File: src/hw/ssit_pkg.sv
// Purpose: constants and types shared by the slow-clock interval timer
// Assumes: an 8-bit special function register port on the system clock
// Notes:   the constants below are grouped by kind, one line per item
`default_nettype none
package ssit_pkg;

  // ************************************************************
  // widths
  // ************************************************************
  localparam int unsigned COUNT_W     = 23;
  localparam int unsigned LOW_W       = 15;
  localparam int unsigned UPPER_W     = 8;
  localparam int unsigned MAG_W       = 7;
  localparam int unsigned TRIM_ACC_W  = 21;  // 2^-21 per step is 0.477 ppm

  // ************************************************************
  // register offsets
  // ************************************************************
  localparam logic [7:0] ADDR_OPTION    = 8'h94;
  localparam logic [7:0] ADDR_FLAG      = 8'h95;
  localparam logic [7:0] ADDR_CNT_UPPER = 8'hB3;
  localparam logic [7:0] ADDR_CNT_LOW   = 8'hB4;
  localparam logic [7:0] ADDR_CNT_MID   = 8'hB5;
  localparam logic [7:0] ADDR_RELOAD    = 8'hB6;
  localparam logic [7:0] ADDR_TRIM      = 8'hB7;
  localparam logic [7:0] ADDR_AUX       = 8'hF8;

  // ************************************************************
  // reset values, masks and field positions
  // ************************************************************
  localparam logic [7:0] RST_OPTION     = 8'hC1;
  localparam logic [7:0] RST_RELOAD     = 8'h00;
  localparam logic [7:0] RST_TRIM       = 8'h00;
  localparam logic [7:0] RST_AUX        = 8'h00;
  localparam logic [7:0] AUX_KEEP_MASK  = 8'h1B;  // bits kept for neighbouring blocks
  localparam int unsigned AUX_CLEAR_BIT = 2;
  localparam int unsigned FLAG_BIT      = 0;
  localparam int unsigned TRIM_SIGN_BIT = 7;
  localparam logic [7:0] FLAG_CLEAR_VAL = 8'hFE;

  // interval select encodings
  typedef enum logic [1:0] {
    SSIT_SEL_OVF = 2'b00,
    SSIT_SEL_32K = 2'b01,
    SSIT_SEL_16K = 2'b10,
    SSIT_SEL_8K  = 2'b11
  } ssit_sel_t;

endpackage
`default_nettype wire

File: src/hw/ssit_rate_trim.sv
// Purpose: decide the count step of each slow cycle from the trim setting
// Assumes: i_tick is a one-cycle pulse per slow clock cycle
// Notes:   step is 0, 1 or 2; settles the cycle after each tick
`timescale 1ns/1ps
`default_nettype none
module ssit_rate_trim (
  input  wire logic                     i_clk,
  input  wire logic                     i_rst,
  input  wire logic                     i_tick,
  input  wire logic [ssit_pkg::MAG_W-1:0] i_magnitude,
  input  wire logic                     i_sign,
  output logic      [1:0]               o_step
);

  logic [ssit_pkg::TRIM_ACC_W-1:0] acc_reg;
  logic [ssit_pkg::TRIM_ACC_W:0]   sum;
  logic                            adjust;

  // phase accumulator: carries out magnitude times per 2^21 slow cycles
  always_comb begin
    sum    = {1'b0, acc_reg} + {{(ssit_pkg::TRIM_ACC_W+1-ssit_pkg::MAG_W){1'b0}}, i_magnitude};
    adjust = sum[ssit_pkg::TRIM_ACC_W];
  end

  // advance the phase once per slow cycle
  always_ff @(posedge i_clk) begin
    if (i_rst) begin
      acc_reg <= '0;
    end else if (i_tick) begin
      acc_reg <= sum[ssit_pkg::TRIM_ACC_W-1:0];
    end
  end

  // step choice from the sign bit
  always_comb begin
    if (!adjust) begin
      o_step = 2'h1;
    end else if (i_sign) begin
      o_step = 2'h0;
    end else begin
      o_step = 2'h2;
    end
  end

endmodule
`default_nettype wire

File: src/hw/ssit_slow_sync.sv
// Purpose: bring the slow clock pin into the system clock domain
// Assumes: the system clock is at least four times the slow clock
// Notes:   emits a one-cycle pulse per accepted rising edge
`timescale 1ns/1ps
`default_nettype none
module ssit_slow_sync (
  input  wire logic i_clk,
  input  wire logic i_rst,
  input  wire logic i_slow_clock,
  output logic      o_tick
);

  logic s1_reg;
  logic s2_reg;
  logic s3_reg;
  logic level_reg;

  // three-stage synchroniser, first stage read only by the second
  always_ff @(posedge i_clk) begin
    if (i_rst) begin
      s1_reg <= 1'b0;
      s2_reg <= 1'b0;
      s3_reg <= 1'b0;
    end else begin
      s1_reg <= i_slow_clock;
      s2_reg <= s1_reg;
      s3_reg <= s2_reg;
    end
  end

  // accept a change once stages two and three agree, pulse on rise
  always_ff @(posedge i_clk) begin
    if (i_rst) begin
      level_reg <= 1'b0;
      o_tick    <= 1'b0;
    end else begin
      o_tick <= 1'b0;
      if (s2_reg == s3_reg && s3_reg != level_reg) begin
        level_reg <= s3_reg;
        o_tick    <= s3_reg;
      end
    end
  end

endmodule
`default_nettype wire

File: src/hw/ssit_timer.sv
// Purpose: slow-clock interval timer with reload, rate trim and interval flag
// Assumes: slow clock arrives on a pin; registers sit on the special function port
// Notes:   the whole block runs on i_clk; slow cycles are one-cycle enables
`timescale 1ns/1ps
`default_nettype none
module ssit_timer (
  input  wire logic       i_clk,
  input  wire logic       i_rst,
  input  wire logic       i_slow_clock,
  input  wire logic [7:0] i_sfr_addr,
  input  wire logic [7:0] i_sfr_wdata,
  input  wire logic       i_sfr_wr,
  input  wire logic       i_sfr_rd,
  input  wire logic       i_irq_service,
  output logic      [7:0] o_sfr_rdata,
  output logic            o_interval_irq,
  output logic            o_clear_pending
);

  // ************************************************************
  // declarations
  // ************************************************************
  logic [ssit_pkg::COUNT_W-1:0]   count_reg;
  logic [ssit_pkg::COUNT_W-1:0]   count_next;
  logic [ssit_pkg::UPPER_W-1:0]   reload_reg;
  logic [7:0]                     trim_reg;
  logic [7:0]                     option_reg;
  logic [7:0]                     aux_reg;
  logic                           flag_reg;
  logic                           clear_reg;
  logic [ssit_pkg::COUNT_W:0]     full_sum;
  logic                           overflow;
  logic                           carry_32k;
  logic                           carry_16k;
  logic                           carry_8k;
  logic                           interval_hit;
  logic                           slow_tick;
  logic [1:0]                     step;
  logic                           wr_flag;
  logic                           flag_clear;
  logic [7:0]                     read_mux;
  ssit_pkg::ssit_sel_t            sel;

  // ************************************************************
  // slow clock edge detection and trim
  // ************************************************************

  // slow clock pin becomes a one-cycle enable
  ssit_slow_sync u_sync (
    .i_clk        (i_clk),
    .i_rst        (i_rst),
    .i_slow_clock (i_slow_clock),
    .o_tick       (slow_tick)
  );

  // per-cycle step of 0, 1 or 2 from the trim register
  ssit_rate_trim u_trim (
    .i_clk       (i_clk),
    .i_rst       (i_rst),
    .i_tick      (slow_tick),
    .i_magnitude (trim_reg[ssit_pkg::MAG_W-1:0]),
    .i_sign      (trim_reg[ssit_pkg::TRIM_SIGN_BIT]),
    .o_step      (step)
  );

  // ************************************************************
  // counter
  // ************************************************************

  // sum with the step, carries into bits 15, 14, 13 and out of bit 22
  always_comb begin
    full_sum  = {1'b0, count_reg} + {{(ssit_pkg::COUNT_W-1){1'b0}}, step};
    overflow  = full_sum[ssit_pkg::COUNT_W];
    carry_32k = full_sum[15] ^ count_reg[15];
    carry_16k = full_sum[14] ^ count_reg[14];
    carry_8k  = full_sum[13] ^ count_reg[13];  // 8192-cycle interval
  end

  // next count value for the coming slow cycle
  always_comb begin
    if (clear_reg) begin
      count_next = {reload_reg, {ssit_pkg::LOW_W{1'b0}}};
    end else if (overflow) begin
      count_next = {reload_reg, {ssit_pkg::LOW_W{1'b0}}};
    end else begin
      count_next = full_sum[ssit_pkg::COUNT_W-1:0];
    end
  end

  // count only on slow clock enables
  always_ff @(posedge i_clk) begin
    if (i_rst) begin
      count_reg <= '0;
    end else if (slow_tick) begin
      count_reg <= count_next;
    end
  end

  // ************************************************************
  // interval detection
  // ************************************************************

  // pick the interval event from the select field
  always_comb begin
    sel = ssit_pkg::ssit_sel_t'(option_reg[1:0]);
    case (sel)
      ssit_pkg::SSIT_SEL_OVF: interval_hit = overflow;
      ssit_pkg::SSIT_SEL_32K: interval_hit = carry_32k;
      ssit_pkg::SSIT_SEL_16K: interval_hit = carry_16k;
      ssit_pkg::SSIT_SEL_8K:  interval_hit = carry_8k;
      default:                interval_hit = 1'b0;
    endcase
  end

  // ************************************************************
  // register writes
  // ************************************************************

  assign wr_flag    = i_sfr_wr && (i_sfr_addr == ssit_pkg::ADDR_FLAG);
  assign flag_clear = i_irq_service || (wr_flag && !i_sfr_wdata[ssit_pkg::FLAG_BIT]);

  // interval flag: a set in the same cycle beats any clear
  always_ff @(posedge i_clk) begin
    if (i_rst) begin
      flag_reg <= 1'b0;
    end else if (slow_tick && !clear_reg && interval_hit) begin
      flag_reg <= 1'b1;
    end else if (flag_clear) begin
      flag_reg <= 1'b0;
    end
  end

  // reload value
  always_ff @(posedge i_clk) begin
    if (i_rst) begin
      reload_reg <= ssit_pkg::RST_RELOAD;
    end else if (i_sfr_wr && i_sfr_addr == ssit_pkg::ADDR_RELOAD) begin
      reload_reg <= i_sfr_wdata;
    end
  end

  // trim sign and magnitude
  always_ff @(posedge i_clk) begin
    if (i_rst) begin
      trim_reg <= ssit_pkg::RST_TRIM;
    end else if (i_sfr_wr && i_sfr_addr == ssit_pkg::ADDR_TRIM) begin
      trim_reg <= i_sfr_wdata;
    end
  end

  // option byte, interval select in bits 1..0
  always_ff @(posedge i_clk) begin
    if (i_rst) begin
      option_reg <= ssit_pkg::RST_OPTION;
    end else if (i_sfr_wr && i_sfr_addr == ssit_pkg::ADDR_OPTION) begin
      option_reg <= i_sfr_wdata;
    end
  end

  // auxiliary byte, the clear bit itself is not stored
  always_ff @(posedge i_clk) begin
    if (i_rst) begin
      aux_reg <= ssit_pkg::RST_AUX;
    end else if (i_sfr_wr && i_sfr_addr == ssit_pkg::ADDR_AUX) begin
      aux_reg <= i_sfr_wdata & ssit_pkg::AUX_KEEP_MASK;
    end
  end

  // clear request waits for the next slow cycle; a new write beats completion
  always_ff @(posedge i_clk) begin
    if (i_rst) begin
      clear_reg <= 1'b0;
    end else if (i_sfr_wr && i_sfr_addr == ssit_pkg::ADDR_AUX
                 && i_sfr_wdata[ssit_pkg::AUX_CLEAR_BIT]) begin
      clear_reg <= 1'b1;
    end else if (slow_tick) begin
      clear_reg <= 1'b0;
    end
  end

  // ************************************************************
  // register reads
  // ************************************************************

  // live count is returned; software filters a changing value
  always_comb begin
    case (i_sfr_addr)
      ssit_pkg::ADDR_OPTION:    read_mux = option_reg;
      ssit_pkg::ADDR_FLAG:      read_mux = {7'h00, flag_reg};
      ssit_pkg::ADDR_CNT_UPPER: read_mux = count_reg[22:15];
      ssit_pkg::ADDR_CNT_LOW:   read_mux = count_reg[7:0];
      ssit_pkg::ADDR_CNT_MID:   read_mux = {1'b0, count_reg[14:8]};
      ssit_pkg::ADDR_RELOAD:    read_mux = reload_reg;
      ssit_pkg::ADDR_TRIM:      read_mux = trim_reg;
      ssit_pkg::ADDR_AUX:       read_mux = aux_reg;
      default:                  read_mux = 8'h00;
    endcase
  end

  // read data is captured on a read strobe and held until the next
  always_ff @(posedge i_clk) begin
    if (i_rst) begin
      o_sfr_rdata <= 8'h00;
    end else if (i_sfr_rd) begin
      o_sfr_rdata <= read_mux;
    end
  end

  // ************************************************************
  // outputs
  // ************************************************************

  // flag and clear state mirrored into output flops
  always_ff @(posedge i_clk) begin
    if (i_rst) begin
      o_interval_irq  <= 1'b0;
      o_clear_pending <= 1'b0;
    end else begin
      o_interval_irq  <= flag_reg;
      o_clear_pending <= clear_reg;
    end
  end

endmodule
`default_nettype wire
File: config.mk
export PLATFORM = sky130hd
export DESIGN_NAME = ssit_timer
export DESIGN_NICKNAME = d
export VERILOG_FILES = /design/src/hw/ssit_pkg.sv /design/src/hw/ssit_rate_trim.sv /design/src/hw/ssit_slow_sync.sv /design/src/hw/ssit_timer.sv
export SDC_FILE = /design/constraint.sdc
export NUM_CORES = 1
export LEC_CHECK = 0
export BUFFER_PORTS_ARGS = -buffer_cell sky130_fd_sc_hd__buf_4
export CAP_MARGIN = 20
export CORE_ASPECT_RATIO = 2
export CORE_MARGIN = 1.5
export CORE_UTILIZATION = 55
export CTS_CLUSTER_DIAMETER = 200
export CTS_CLUSTER_SIZE = 40
export DETAILED_ROUTE_END_ITERATION = 8
export GPL_TIMING_DRIVEN = 0
export PLACE_DENSITY = 0.77
export SYNTH_ARGS = -nofsm -noshare
export SYNTH_HDL_FRONTEND = slang
export SYNTH_HIERARCHICAL = 1
export SYNTH_SLANG_ARGS = --single-unit
File: constraint.sdc
create_clock -name i_clk -period 3 [get_ports i_clk]
set_clock_uncertainty 0.05 [all_clocks]
set_input_delay 0 -clock i_clk [delete_from_list [all_inputs] [get_ports i_clk]]
set_output_delay 0 -clock i_clk [all_outputs]
set_load 0.05 [all_outputs]
Word level (Yosys, flattened, before mapping)
Index checks and enable logic that the tools add are counted.
Widths: inputs -> output; s select.
- word-level logic and storage cells: 62
- output and inout port bits: 10
- bits in registers: 89
- mux-type cells: 10
- $add $sub $neg: 2
- reductions and logical operators: 17
- bitwise logic cells: 4
- equality and inequality tests: 13
- operators by type and width (operator ; number):
    $eq 8x8->1 const B ; 8
    $pmux 8 s8 ; 1
    $mux 23 ; 2
    $add 23x2->24 ; 1
    $add 21x7->22 ; 1
    $logic_and 1x1->1 ; 10
    $eq 2x2->1 const B ; 2
    $mux 1 ; 4
    $mux 2 ; 2
    $pmux 1 s4 ; 1
    $reduce_bool 2->1 ; 2
    $xor 1x1->1 ; 3
    $eq 2x1->1 const B ; 1
    $logic_not 1->1 ; 2
    $logic_not 2->1 ; 1
    $reduce_or 2->1 ; 1
    $eq 1x1->1 ; 1
    $logic_or 1x1->1 ; 1
    $ne 1x1->1 ; 1
    $not 1->1 ; 1

Longest topological paths before layout
- word-level depth: 7
- mapped depth: 14

By module
The synthesis kept the hierarchy.
- modules (own cells, without submodules) (module ; seq. area each (µm²) ; times used ; cells an instance ; area each (µm²)):
    ssit_timer ; 1261.2 ; 1 ; 368 ; 3170.5
    ssit_rate_trim ; 420.4 ; 1 ; 136 ; 1275.0
    ssit_slow_sync ; 100.1 ; 1 ; 12 ; 150.1

Worst setup path after synthesis
OpenSTA, ideal clock, no wires.
- path kind: register to register
- start: register trim_reg[1]
- end: register count_reg[20] in the netlist's numbering
- required time: 2.880 ns
- setup time: 0.070 ns
- setup slack: -0.103 ns
- buffers on the path: 0
- clock period less this slack: 3.103 ns
- stages on the path, launching flop included: 14
- data arrival time: 2.983 ns
- path through: dfxtp_1 > ha_1 > a211o_1 > a21oi_4 > a21oi_1 > nand3_1 > ha_1 > inv_1 > fa_1 > nand3b_1 > nor4_1 > nand4_1 > xor2_1 > a21oi_1
- cells in the longest elaborated chain, start to end: 5
- ends and longest elaborated chain (item ; line ; text):
    start, declared ; ssit_timer.sv:26 ; logic [7:0] trim_reg;
    start signal, assigned ; ssit_timer.sv:145 ; trim_reg <= ssit_pkg::RST_TRIM;
    start signal, assigned ; ssit_timer.sv:147 ; trim_reg <= i_sfr_wdata;
    $add 21x7->22 ; ssit_rate_trim.sv:21 ; sum = {1'b0, acc_reg} + {{(ssit_pkg::TRIM_ACC_W+1-ssit_pkg::MAG_W){1'b0}}, i_magnitude};
    $mux 2 ; ssit_rate_trim.sv:36 ; if (!adjust) begin
    net step[0] ; ssit_timer.sv:38 ; logic [1:0] step;
    $add 23x2->24 ; ssit_timer.sv:72 ; full_sum = {1'b0, count_reg} + {{(ssit_pkg::COUNT_W-1){1'b0}}, step};
    $mux 23 ; ssit_timer.sv:83 ; end else if (overflow) begin
    $mux 23 ; ssit_timer.sv:81 ; if (clear_reg) begin
    end signal, assigned ; ssit_timer.sv:95 ; count_reg <= count_next;
    end, declared ; ssit_timer.sv:23 ; logic [ssit_pkg::COUNT_W-1:0] count_reg;
The timed path passes the listed nets, and every way through them passes these cells.
A chain may end at the register's enable or synchronous reset.

Worst setup path after layout
Ends and elaborated chain as after synthesis.

==> run metrics <==
Reg2Reg Setup Slack=-0.14 ns; Sw Ratio=22.8%; final hold violations=0; max FFs per register=23; ys async rst share=0%; Mean Syn Cell Area=8.91 sq um; worst setup path category=reg2reg; Max Cap Viol=0; Initial Util=56.2%; worst-margin pin slew=0.844 ns; Iter 0 DRT Violations=305; root buf cell=clkbuf_16; initial antenna violation count=0; DR WL/cell=19.1 um; clock share of power=44.5%; final setup fails=5; Max-slew headroom=43.3%; outcome=finished with violations; DPL Wire Length=9.36 mm; Comb pwr share=5.8%; PwrDens=416 mW/mm^2; sequential fraction of design power=49.7%; Yosys warnings=6; Worst Hold Path EP=aux_reg[1]; IO Pins=32; Post-Synthesis Cell Area=0.00460 sq mm; gr ovfl total=0; via count=4294; CP endpoint kind=flip-flop; Max Slew Vio Count=0; #FFs+latches synth=89; routed wire length=13.2 mm; top-count cell post-synth=dfxtp_1; CTS buffer count=9; Antenna diodes=0; setup TNS=-0.311 ns; fin nets=623; latest clock arrival within the worst-skew pair=0.34 ns; Critical R2R Capture=count_reg[20]; Post-synth top flop=dfxtp_1; Mapped Nets=549; final instance area=0.00573 sq mm; vias per cell=6.20; maximum vdd drop=0.360 mV; WHS Path Cells=4; RD Place Congestion=0.966; area share of the largest cell type after synthesis=38.8%; row count=47; DIE HEIGHT=132 um; share of cells above drive strength 1=21.2%; Internal Power=1.84 mW; CP max FO=4; Port Buffers=31; Final Power=2.39 mW; final period utilization=105%; R2R cell count=14; DRC violations left=0; Synth cell types=67; Reg clk slew, reported paths=0.06 ns; Core ar.=0.00817 sq mm; Worst Path Required=3.22 ns; pin count of the biggest net entering global routing=15; Synth area leader=dfxtp_1; RSZ-0062 raised after global routing=true; die width=67.6 um; CTS tree=done; Sw Pwr=0.545 mW; top area cells in the synthesized netlist=dfxtp_1 (39%), nor2_1 (5.0%), mux2i_1 (4.8%); area delta synth->final=24.6%; top achievable clock speed=319 MHz; first-pass GRT wire length=20.7 mm; Cells after Synth=516; HP Class=in2reg; Final min period=3.14 ns; top post-synthesis cells by count=dfxtp_1 (89), nor2_1 (61), nand2_1 (43), a21oi_1 (32), nand3_1 (31); RR Startpoint=trim_reg[1]; Hold WS=0.122 ns; clock tree buffer depth=2; Tot GR Track Use=30.6%; HP Start=i_sfr_wr; EDFF count, synth=0; WP data arrival=3.36 ns; Die ar.=0.00895 sq mm; CTS Sinks=89; drt first pass iters=6; FILL cells=654; CTS H-tree lvls=3; Cell Area, Placed=0.00497 sq mm; post-route ant nets=0; failing checks=negative setup slack; sequential area share after synthesis=38.8%; type of origin of the critical path=flip-flop; leakage power=2.06 nW; Worst Slack Setup Final=-0.138 ns; vias in the first global route=4224
metal layers:
metal	wire [um]	vias up	GRT usage (%)
met5	0	-	0
met4	854	0	21.2
met3	588	53	6.66
met2	7090	171	52.9
met1	4690	2048	30.7
li1	-	2022	-
per-stage QoR:
step | setup WS (ns) | cells | utilization (%)
final | -0.138 | 693 | 70.1
after global routing | -0.207 | 693 | 70.1
after CTS | -0.142 | 683 | 68.6
after detailed placement | -0.615 | 645 | 60.8
after global placement | -0.544 | 645 | 60.8
after floorplan | -0.0102 | 516 | -
worst max-delay path: stages, from the launching register on:
cell      delay [ns]
dfxtp_4         0.36
ha_4            0.24
a211o_1         0.32
a21oi_4         0.22
a21oi_2         0.08
nand3_2         0.13
ha_4            0.16
inv_2           0.04
fa_2            0.37
nand3b_1        0.24
buf_6           0.18
nor4_4          0.21
nand4_1         0.18
xor2_1          0.18
a21oi_1         0.12
what timing repair did:
item | CTS | global route
hold buffers | 13 | 0
gates resized for setup | 30 | 12
hold endpoints to repair | 36 | 0
setup endpoints to repair | 22 | 21
setup buffers | 10 | 11
pin swaps | 14 | 21
cell families (layout without fill, tap and decap cells):
kind of cell    after synthesis  count (layout)  share of synthesized area (%)
mux                          23              23                           5.04
compound gates              122             122                           19.1
xor+xnor                     36              36                           6.86
buf+inv                      32             111                           3.51
simple gates                203             203                           23.4
fa+ha+maj                    11              11                           3.32
flops                        89              89                           38.8
how the worst max path moves through the flow:
stage                      startpoint            end  cells after the start
finish                    trim_reg[1]  count_reg[20]                     14
global route              trim_reg[1]  count_reg[20]                     14
CTS                 u_trim/acc_reg[1]  count_reg[16]                     14
detailed placement        trim_reg[6]   count_reg[5]                     13
global placement          trim_reg[6]   count_reg[9]                     13
floorplan                 trim_reg[1]  count_reg[20]                     13
power by group through the flow:
| stage | Combinational, mW | Sequential (mW) | Clock, mW |
|---|---|---|---|
| floorplan | 0.0539 | 1.22 | 0 |
| global placement | 0.117 | 1.22 | 0 |
| detailed placement | 0.119 | 1.22 | 0 |
| CTS | 0.134 | 1.19 | 1.07 |
| global route | 0.146 | 1.19 | 1.12 |
| finish | 0.138 | 1.19 | 1.06 |
cell type report:
type                    instances  area (sq um)  share of cell area [%]
plain buffers                  23           138                    2.40
well taps                      98           123                    2.14
repair buffers                 64           524                    9.15
multi-input cells             395          2840                    49.5
inverters                       8          30.0                   0.524
flip-flops and latches         89          1800                    31.3
clock inverters                 5          30.0                   0.524
clock buffers                  11           253                    4.41
cell usage in the layout, fill, tap and decap left out, types with 8 or more instances in the layout:
cell / instances
nand2_1: 42
dfxtp_1: 84
and3_1: 10
xnor2_1: 24
buf_6: 8
buf_4: 51
mux2i_1: 22
a22oi_1: 10
nor2_1: 59
o21ai_0: 20
nand3_1: 29
a211oi_1: 12
nand4_1: 10
dlygate4sd3_1: 13
a21oi_1: 30
clkbuf_16: 9
clkbuf_1: 12
xor2_1: 12
No activity file was read; power rests on OpenSTA's default activity.
